File: src/verilog/cmb_pkg.sv
// Constants and types shared by the message buffer store and its helpers.
package cmb_pkg;
  // ==========================================================================
  // Buffer geometry.
  localparam int NUM_BUF = 4;
  localparam int WORDS_PER_BUF = 8;
  localparam int NUM_ENTRY = NUM_BUF * WORDS_PER_BUF;
  localparam int BUF_W = 2;
  localparam int WORD_W = 3;
  localparam int ADDR_W = BUF_W + WORD_W;
  localparam logic [15:0] WORD_RESET = 16'h0000;
  // ==========================================================================
  // Word positions inside one buffer.
  localparam logic [2:0] W_STD = 3'h0;
  localparam logic [2:0] W_EXTH = 3'h1;
  localparam logic [2:0] W_EXTL = 3'h2;
  localparam logic [2:0] W_PAY0 = 3'h3;
  localparam logic [2:0] W_PAY1 = 3'h4;
  localparam logic [2:0] W_PAY2 = 3'h5;
  localparam logic [2:0] W_PAY3 = 3'h6;
  localparam logic [2:0] W_FILT = 3'h7;
  // ==========================================================================
  // Implemented bits of each word.
  localparam logic [15:0] MASK_STD = 16'h1fff;
  localparam logic [15:0] MASK_EXTH = 16'h0fff;
  localparam logic [15:0] MASK_EXTL = 16'hff1f;
  localparam logic [15:0] MASK_PAY = 16'hffff;
  localparam logic [15:0] MASK_FILT = 16'h1f00;
  // ==========================================================================
  // Field positions.
  localparam int SID_MSB = 12;
  localparam int SID_LSB = 2;
  localparam int SRR_BIT = 1;
  localparam int IDE_BIT = 0;
  localparam int EIDH_MSB = 11;
  localparam int EIDH_LSB = 0;
  localparam int EIDL_MSB = 15;
  localparam int EIDL_LSB = 10;
  localparam int EID_SPLIT = 6;
  localparam int RTR_BIT = 9;
  localparam int RES_HI_BIT = 8;
  localparam int RES_LO_BIT = 4;
  localparam int DLC_MSB = 3;
  localparam int DLC_LSB = 0;
  localparam int LO_BYTE_LSB = 0;
  localparam int HI_BYTE_LSB = 8;
  localparam int FILT_MSB = 12;
  localparam int FILT_LSB = 8;
  localparam logic [3:0] MAX_BYTES = 4'h8;
  // ==========================================================================
  // Byte sender states.
  typedef enum logic {SER_IDLE, SER_SEND} cmb_ser_state_e;
endpackage

File: src/verilog/cmb_tx_if.sv
// Carrier between the buffer store and its byte sender.
`timescale 1ns/1ps
interface cmb_tx_if;
  logic load;
  logic [63:0] payload;
  logic [3:0] count;
  logic busy;
  logic byteValid;
  logic [7:0] byteData;
  logic byteLast;
  logic byteReady;
  logic done;
  modport ser (
    input load, payload, count, byteReady,
    output busy, byteValid, byteData, byteLast, done
  );
  modport ctl (
    output load, payload, count, byteReady,
    input busy, byteValid, byteData, byteLast, done
  );
endinterface

File: src/verilog/cmb_byte_sender.sv
// Sends the payload bytes of one frame in ascending order.
`timescale 1ns/1ps
module cmb_byte_sender (
  input wire logic clk,
  input wire logic nrst,
  cmb_tx_if.ser tx
);
  cmb_pkg::cmb_ser_state_e state;
  logic [63:0] pay;
  logic [3:0] cnt;
  logic [3:0] sent;
  logic [3:0] nxtSent;
  logic [5:0] nxtPos;

  assign nxtSent = sent + 4'h1;
  assign nxtPos = {nxtSent[2:0], 3'h0};

  // ==========================================================================
  // Sequencing.
  always_ff @(posedge clk) begin
    if (!nrst) begin
      state <= cmb_pkg::SER_IDLE;
      pay <= 64'h0;
      cnt <= 4'h0;
      sent <= 4'h0;
      tx.busy <= 1'b0;
      tx.byteValid <= 1'b0;
      tx.byteData <= 8'h00;
      tx.byteLast <= 1'b0;
      tx.done <= 1'b0;
    end else begin
      tx.done <= 1'b0;
      case (state)
        cmb_pkg::SER_IDLE: begin
          if (tx.load) begin
            pay <= tx.payload;
            cnt <= tx.count;
            sent <= 4'h0;
            tx.byteData <= tx.payload[7:0];
            tx.byteLast <= (tx.count == 4'h1);
            if (tx.count != 4'h0) begin
              state <= cmb_pkg::SER_SEND;
              tx.busy <= 1'b1;
              tx.byteValid <= 1'b1;
            end else begin
              tx.done <= 1'b1;
            end
          end
        end
        cmb_pkg::SER_SEND: begin
          if (tx.byteReady) begin
            sent <= nxtSent;
            tx.byteData <= pay[nxtPos +: 8];
            tx.byteLast <= (nxtSent + 4'h1 == cnt);
            if (nxtSent == cnt) begin
              state <= cmb_pkg::SER_IDLE;
              tx.busy <= 1'b0;
              tx.byteValid <= 1'b0;
              tx.done <= 1'b1;
            end
          end
        end
        default: begin
          state <= cmb_pkg::SER_IDLE;
        end
      endcase
    end
  end
endmodule

File: src/verilog/cmb_msg_buffer.sv
// Message buffer store with word access, frame fetch and frame store.
`timescale 1ns/1ps
module cmb_msg_buffer (
  input wire logic clk,
  input wire logic nrst,
  input wire logic [3:0] bufDirSel,
  input wire logic dmaReq,
  input wire logic dmaWe,
  input wire logic [4:0] dmaAddr,
  input wire logic [15:0] dmaWdata,
  output logic [15:0] dmaRdata,
  output logic dmaAck,
  input wire logic txStart,
  input wire logic [1:0] txBuf,
  output logic txFrameValid,
  output logic [10:0] txStdId,
  output logic [17:0] txExtId,
  output logic txIde,
  output logic txSrr,
  output logic txRtr,
  output logic [3:0] txDlc,
  output logic txByteValid,
  output logic [7:0] txByte,
  output logic txByteLast,
  input wire logic txByteReady,
  output logic txDone,
  output logic txBusy,
  input wire logic rxStore,
  input wire logic [1:0] rxBuf,
  input wire logic [10:0] rxStdId,
  input wire logic [17:0] rxExtId,
  input wire logic rxIde,
  input wire logic rxSrr,
  input wire logic rxRtr,
  input wire logic [3:0] rxDlc,
  input wire logic [63:0] rxData,
  input wire logic [4:0] rxFilter,
  output logic rxAck,
  output logic rxAccepted
);
  logic [15:0] memWords [cmb_pkg::NUM_ENTRY];
  logic [15:0] rxWord [cmb_pkg::WORDS_PER_BUF];
  logic [15:0] maskedWdata;
  logic dmaWrEn;
  logic rxWrEn;
  logic txAccept;
  logic loadPending;
  logic [15:0] txW0;
  logic [15:0] txW1;
  logic [15:0] txW2;
  logic [3:0] txLen;
  logic [1:0] rxBufQ;
  logic [15:0] w7Before;

  cmb_tx_if txIf ();

  // ==========================================================================
  // Word masking on the DMA write path.
  cmb_word_mask u_mask (
    .wordIdx(dmaAddr[2:0]),
    .dataIn(dmaWdata),
    .dataOut(maskedWdata)
  );

  // ==========================================================================
  // Byte sender.
  cmb_byte_sender u_sender (
    .clk(clk),
    .nrst(nrst),
    .tx(txIf)
  );

  assign txBusy = txIf.busy;
  assign txByteValid = txIf.byteValid;
  assign txByte = txIf.byteData;
  assign txByteLast = txIf.byteLast;
  assign txDone = txIf.done;
  assign txIf.byteReady = txByteReady;

  // ==========================================================================
  // Frame store word images.
  assign rxWrEn = rxStore && !bufDirSel[rxBuf];

  always_comb begin
    for (int w = 0; w < cmb_pkg::WORDS_PER_BUF; w++) begin
      rxWord[w] = cmb_pkg::WORD_RESET;
    end
    rxWord[cmb_pkg::W_STD][cmb_pkg::SID_MSB:cmb_pkg::SID_LSB] = rxStdId;
    rxWord[cmb_pkg::W_STD][cmb_pkg::SRR_BIT] = rxSrr;
    rxWord[cmb_pkg::W_STD][cmb_pkg::IDE_BIT] = rxIde;
    rxWord[cmb_pkg::W_EXTH][cmb_pkg::EIDH_MSB:cmb_pkg::EIDH_LSB] =
      rxExtId[17:cmb_pkg::EID_SPLIT];
    rxWord[cmb_pkg::W_EXTL][cmb_pkg::EIDL_MSB:cmb_pkg::EIDL_LSB] =
      rxExtId[cmb_pkg::EID_SPLIT-1:0];
    rxWord[cmb_pkg::W_EXTL][cmb_pkg::RTR_BIT] = rxRtr;
    rxWord[cmb_pkg::W_EXTL][cmb_pkg::RES_HI_BIT] = 1'b0;
    rxWord[cmb_pkg::W_EXTL][cmb_pkg::RES_LO_BIT] = 1'b0;
    rxWord[cmb_pkg::W_EXTL][cmb_pkg::DLC_MSB:cmb_pkg::DLC_LSB] = rxDlc;
    for (int k = 0; k < 4; k++) begin
      rxWord[int'(cmb_pkg::W_PAY0) + k][cmb_pkg::LO_BYTE_LSB +: 8] =
        rxData[16*k +: 8];
      rxWord[int'(cmb_pkg::W_PAY0) + k][cmb_pkg::HI_BYTE_LSB +: 8] =
        rxData[16*k+8 +: 8];
    end
    rxWord[cmb_pkg::W_FILT][cmb_pkg::FILT_MSB:cmb_pkg::FILT_LSB] =
      rxFilter;
  end

  // ==========================================================================
  // Buffer storage, one flip-flop word per entry.
  assign dmaWrEn = dmaReq && dmaWe;

  for (genvar e = 0; e < cmb_pkg::NUM_ENTRY; e++) begin : g_entry
    localparam logic [4:0] IDX = 5'(e);
    always_ff @(posedge clk) begin
      if (!nrst) begin
        memWords[e] <= cmb_pkg::WORD_RESET;
      end else if (rxWrEn && rxBuf == IDX[4:3]) begin
        memWords[e] <= rxWord[IDX[2:0]];
      end else if (dmaWrEn && dmaAddr == IDX) begin
        memWords[e] <= maskedWdata;
      end
    end
  end

  // ==========================================================================
  // DMA word access.
  always_ff @(posedge clk) begin
    if (!nrst) begin
      dmaAck <= 1'b0;
      dmaRdata <= 16'h0000;
    end else begin
      dmaAck <= dmaReq;
      if (dmaReq && !dmaWe) begin
        dmaRdata <= memWords[dmaAddr];
      end
    end
  end

  // ==========================================================================
  // Frame store answer.
  always_ff @(posedge clk) begin
    if (!nrst) begin
      rxAck <= 1'b0;
      rxAccepted <= 1'b0;
    end else begin
      rxAck <= rxStore;
      rxAccepted <= rxWrEn;
    end
  end

  // ==========================================================================
  // Frame fetch.
  assign txW0 = memWords[{txBuf, cmb_pkg::W_STD}];
  assign txW1 = memWords[{txBuf, cmb_pkg::W_EXTH}];
  assign txW2 = memWords[{txBuf, cmb_pkg::W_EXTL}];
  assign txLen = (txW2[cmb_pkg::DLC_MSB:cmb_pkg::DLC_LSB] > cmb_pkg::MAX_BYTES)
    ? cmb_pkg::MAX_BYTES : txW2[cmb_pkg::DLC_MSB:cmb_pkg::DLC_LSB];
  assign txAccept = txStart && bufDirSel[txBuf] && !txIf.busy
    && !loadPending;

  always_ff @(posedge clk) begin
    if (!nrst) begin
      txFrameValid <= 1'b0;
      txStdId <= 11'h000;
      txExtId <= 18'h00000;
      txIde <= 1'b0;
      txSrr <= 1'b0;
      txRtr <= 1'b0;
      txDlc <= 4'h0;
    end else begin
      txFrameValid <= txAccept;
      if (txAccept) begin
        txStdId <= txW0[cmb_pkg::SID_MSB:cmb_pkg::SID_LSB];
        txSrr <= txW0[cmb_pkg::SRR_BIT];
        txIde <= txW0[cmb_pkg::IDE_BIT];
        txRtr <= txW2[cmb_pkg::RTR_BIT];
        txDlc <= txW2[cmb_pkg::DLC_MSB:cmb_pkg::DLC_LSB];
        if (txW0[cmb_pkg::IDE_BIT]) begin
          txExtId <= {txW1[cmb_pkg::EIDH_MSB:cmb_pkg::EIDH_LSB],
            txW2[cmb_pkg::EIDL_MSB:cmb_pkg::EIDL_LSB]};
        end else begin
          txExtId <= 18'h00000;
        end
      end
    end
  end

  always_ff @(posedge clk) begin
    if (!nrst) begin
      loadPending <= 1'b0;
      txIf.load <= 1'b0;
      txIf.payload <= 64'h0;
      txIf.count <= 4'h0;
    end else begin
      loadPending <= txAccept;
      txIf.load <= txAccept;
      if (txAccept) begin
        txIf.payload <= {memWords[{txBuf, cmb_pkg::W_PAY3}],
          memWords[{txBuf, cmb_pkg::W_PAY2}],
          memWords[{txBuf, cmb_pkg::W_PAY1}],
          memWords[{txBuf, cmb_pkg::W_PAY0}]};
        txIf.count <= txLen;
      end
    end
  end

  // ==========================================================================
  // Checks.
  always_ff @(posedge clk) begin
    if (!nrst) begin
      rxBufQ <= 2'h0;
      w7Before <= 16'h0000;
    end else begin
      rxBufQ <= rxBuf;
      w7Before <= memWords[{rxBuf, cmb_pkg::W_FILT}];
    end
  end
endmodule

File: src/verilog/cmb_word_mask.sv
// Clears the unimplemented bits of a buffer word by its position.
`timescale 1ns/1ps
module cmb_word_mask (
  input wire logic [2:0] wordIdx,
  input wire logic [15:0] dataIn,
  output logic [15:0] dataOut
);
  logic [15:0] mask;

  // ==========================================================================
  // Mask selection.
  always_comb begin
    case (wordIdx)
      cmb_pkg::W_STD: mask = cmb_pkg::MASK_STD;
      cmb_pkg::W_EXTH: mask = cmb_pkg::MASK_EXTH;
      cmb_pkg::W_EXTL: mask = cmb_pkg::MASK_EXTL;
      cmb_pkg::W_FILT: mask = cmb_pkg::MASK_FILT;
      default: mask = cmb_pkg::MASK_PAY;
    endcase
  end

  assign dataOut = dataIn & mask;
endmodule
File: config.mk
export PLATFORM = sky130hd
export DESIGN_NAME = cmb_msg_buffer
export DESIGN_NICKNAME = d
export VERILOG_FILES = /design/src/verilog/cmb_pkg.sv /design/src/verilog/cmb_tx_if.sv /design/src/verilog/cmb_byte_sender.sv /design/src/verilog/cmb_msg_buffer.sv /design/src/verilog/cmb_word_mask.sv
export SDC_FILE = /design/constraint.sdc
export NUM_CORES = 1
export LEC_CHECK = 0
export BUFFER_PORTS_ARGS = -buffer_cell sky130_fd_sc_hd__buf_2
export CAP_MARGIN = 20
export CORE_MARGIN = 2
export CORE_UTILIZATION = 45
export CTS_CLUSTER_SIZE = 28
export DETAILED_ROUTE_END_ITERATION = 8
export PLACE_DENSITY = 0.72
export SLEW_MARGIN = 20
export SYNTH_ARGS = -nofsm -noshare
export SYNTH_HDL_FRONTEND = slang
export SYNTH_SLANG_ARGS = --single-unit
File: constraint.sdc
create_clock -name clk -period 7.4 [get_ports clk]
set_clock_uncertainty 0.2 [all_clocks]
set_input_delay 0.37 -clock clk [delete_from_list [all_inputs] [get_ports clk]]
set_output_delay 0.37 -clock clk [all_outputs]
set_load 0.05 [all_outputs]
==> results.cfg <==
[global_route]
first_global_vias = 26660
grt_max_degree = 112
grt_pass1_wl_mm = 188
grt_usage = 0.321
antenna_found_initial = 10
grt_overflow_total = 0

[critical_path]
cp-start-kind = primary input
worstPathCellList = buf_4 > buf_4 > clkinv_1 > buf_4 > nor4_2 > nand2b_1
cp.arrival_ns = 3.54
crit_required_ns = 7.46
path_class = primary input to register
crit_slowest_cell = nand2b_1
path_max_fanout = 32
crit_path_end_kind = register
cp_slowest_stage_delay_ns = 0.89
crit_top_cell = buf_4

[sta]
fmax_mhz = 287
setup_tns_ns = 0
fin_crit_sh = 0.470
slew_headroom = 0.229
worstMarginPinSlew_ns = 1.16
setup_violations = 0
rsz0062_at_grt = false
fin_crit_ns = 3.48
hold_viol_final = 0
slew_viol_final = 0

[layout]
final_cell_mix = nand2_1 (549), edfxtp_1 (512), dfxtp_1 (207)
final_area_mm2 = 0.0412
mostFrequentLayoutCell = nand2_1
layout.nets = 3287
finish.utilization = 0.525
syn_to_final_growth_pct = 16.1
final_layout_size_suffix_gt1_frac = 0.209
stdcell_count = 4259

[clock_tree]
cts_tree = built
ctsResizeCount = 0
cts_sinks = 719
clk_latency_ns = 0.65
h-tree-depth = 3
ctsHoldBuffers = 114
cts_made_buffers = 78
post_cts_buffers = 0
clkTransAtPathRegs_ns = 0.06
cts_buffer_depth = 3
clock_tree.root_cell = clkbuf_16

[yosys]
synth_mux_area_frac = 0.160
ys.flop_type = edfxtp_1
synth-seq-cells = 719
post_synth_inst_count = 2875
yosys.area_share.simple = 0.0956
synth_fa_ha_area_frac = 0.000704
synth_xor_area_frac = 0.00197
syn_area_mm2 = 0.0355
ys_types = 63
asyncSetResetFlopFracSynth = 0
synth_compound_area_frac = 0.157
yosysWarnings = 0
avgSynthCellArea_um2 = 12.4
synth_seq_area_share = 0.549
synth_edf_count = 512
synth_top_family_by_area = multiplexers

[placement]
place_area_mm2 = 0.0376
hpwlAfterDp_mm = 89.2
io_buffers = 208
place_congestion = 0.995
dp_cells = 3999

[drt]
drtIter0Drc = 5159
wl_per_cell_um = 31.3
drc = 0
via_per_inst = 6.59
final_antenna_net_count = 0
top_layer = met5
num_vias = 28067
met2WireLength_mm = 57.6
drt-met1-wl_mm = 46.2
finalWirelength_mm = 133
dr_wl_met3_mm = 20.6
first_pass_iters = 6

[worst_hold_path]
holdCritPathClass = primary input to register

[power]
irDropWorstVdd_mv = 0.178
power.leakage_nw = 14.3
power.density_mw_per_mm2 = 238

[floorplan]
die_w_um = 285
core_mm2 = 0.0786
die_y_um = 285
start_util = 0.452
die_area_mm2 = 0.0812
rows = 103
io_pins = 209

[flow_run]
drv_cap = 0

[outcome]
outcome = finished clean
[cells by family after synthesis]
family	count (synthesis)
and+or+nand+nor	760
AOI/OAI and AO/OA	776
other	1
muxes	331
buffers and inverters	278
xor gates and xnor gates	8
adders and majority gates	2
DFF	719
[worst max-delay path: cells and delay by family]
family | cells | cell delay [ns]
AND/OR/NAND/NOR | 2 | 1.52
buffers and inverters | 4 | 1.55
[flip-flops by register name (all words and copies together) (netlist names), 8 cells and up]
name                  cells
txIf.payload             64
memWords                512
txStdId                  11
dmaRdata                 16
u_sender.tx.byteData      8
txExtId                  18
u_sender.pay             64
[final cells by class]
class,instances,area (µm²)
antenna,5,12.5
clock buffer,107,2230
clock inverter,33,213
fill,6760,37400
inverter,5,18.8
multi-input combinational,1961,15300
sequential,719,19500
tap,1050,1310
timing repair buffer,379,2670
[routing by layer]
metal	GRT usage	vias to the layer above
met1	0.408	13624
met2	0.473	2425
li1	-	11522
met3	0.124	488
met5	0	-
met4	0.175	8
[synthesized netlist by cell type (3+ instances only)]
master       n  area share
nand2_1    552       0.058
edfxtp_1   512        0.43
dfxtp_1    207        0.12
mux4_2     186        0.12
a22o_1     171       0.042
clkbuf_1   159       0.017
o21ai_0    158       0.022
mux2i_1    108       0.030
a21boi_0   103       0.022
o21ai_1     75       0.011
a32o_1      71       0.020
a21boi_1    69       0.015
buf_2       66      0.0093
o22ai_1     44      0.0077
mux2_2      37       0.012
nand3_1     35      0.0049
nor3_1      27      0.0038
buf_1       25      0.0026
nor2_1      25      0.0026
a21oi_1     24      0.0034
and2_1      24      0.0042
a211oi_1    20      0.0042
nand2b_1    17      0.0030
nor3_2      16      0.0045
buf_4       15      0.0032
nor2b_1     15      0.0026
a2111oi_0   12      0.0030
o221ai_1    12      0.0030
buf_6        8      0.0025
and3_1       7      0.0012
nand3_2      5      0.0014
nand3b_1     5      0.0011
or3_1        5     0.00088
xnor2_1      5      0.0012
a2111oi_2    4      0.0017
a22oi_1      4     0.00085
nor4_2       4      0.0014
a31oi_1      3     0.00053
and2_0       3     0.00053
inv_1        3     0.00032
o21a_1       3     0.00063
or2_0        3     0.00053
xor2_1       3     0.00074
[final timing paths]
path	from	to	slack (ns)	cells after the start
setup reg to reg	u_sender.sent[0]	u_sender.tx.byteData[7]	4.66	8
hold / removal	nrst	dmaRdata[8]	0.06	3
setup / recovery	dmaAddr[3]	memWords[15][15]	3.92	6
hold reg to reg	txExtId[2]	txExtId[2]	0.25	2
[through the flow]
step           power, mW  setup WS (ns)  hold slack [ns]
2_1_floorplan       5.46           4.29            0.235
3_3_place_gp        5.98           3.48            0.241
3_5_place_dp        6.01           3.34            0.242
4_1_cts             9.76           3.99           0.0745
5_1_grt             10.0           3.89            0.105
6_report            9.82           3.92           0.0617
[power breakdown]
part,internal [mW],switching (mW)
Sequential,4.59,0.168
Combinational,0.428,0.856
Clock,2.14,1.64
(Power assumes the default switching activity.)
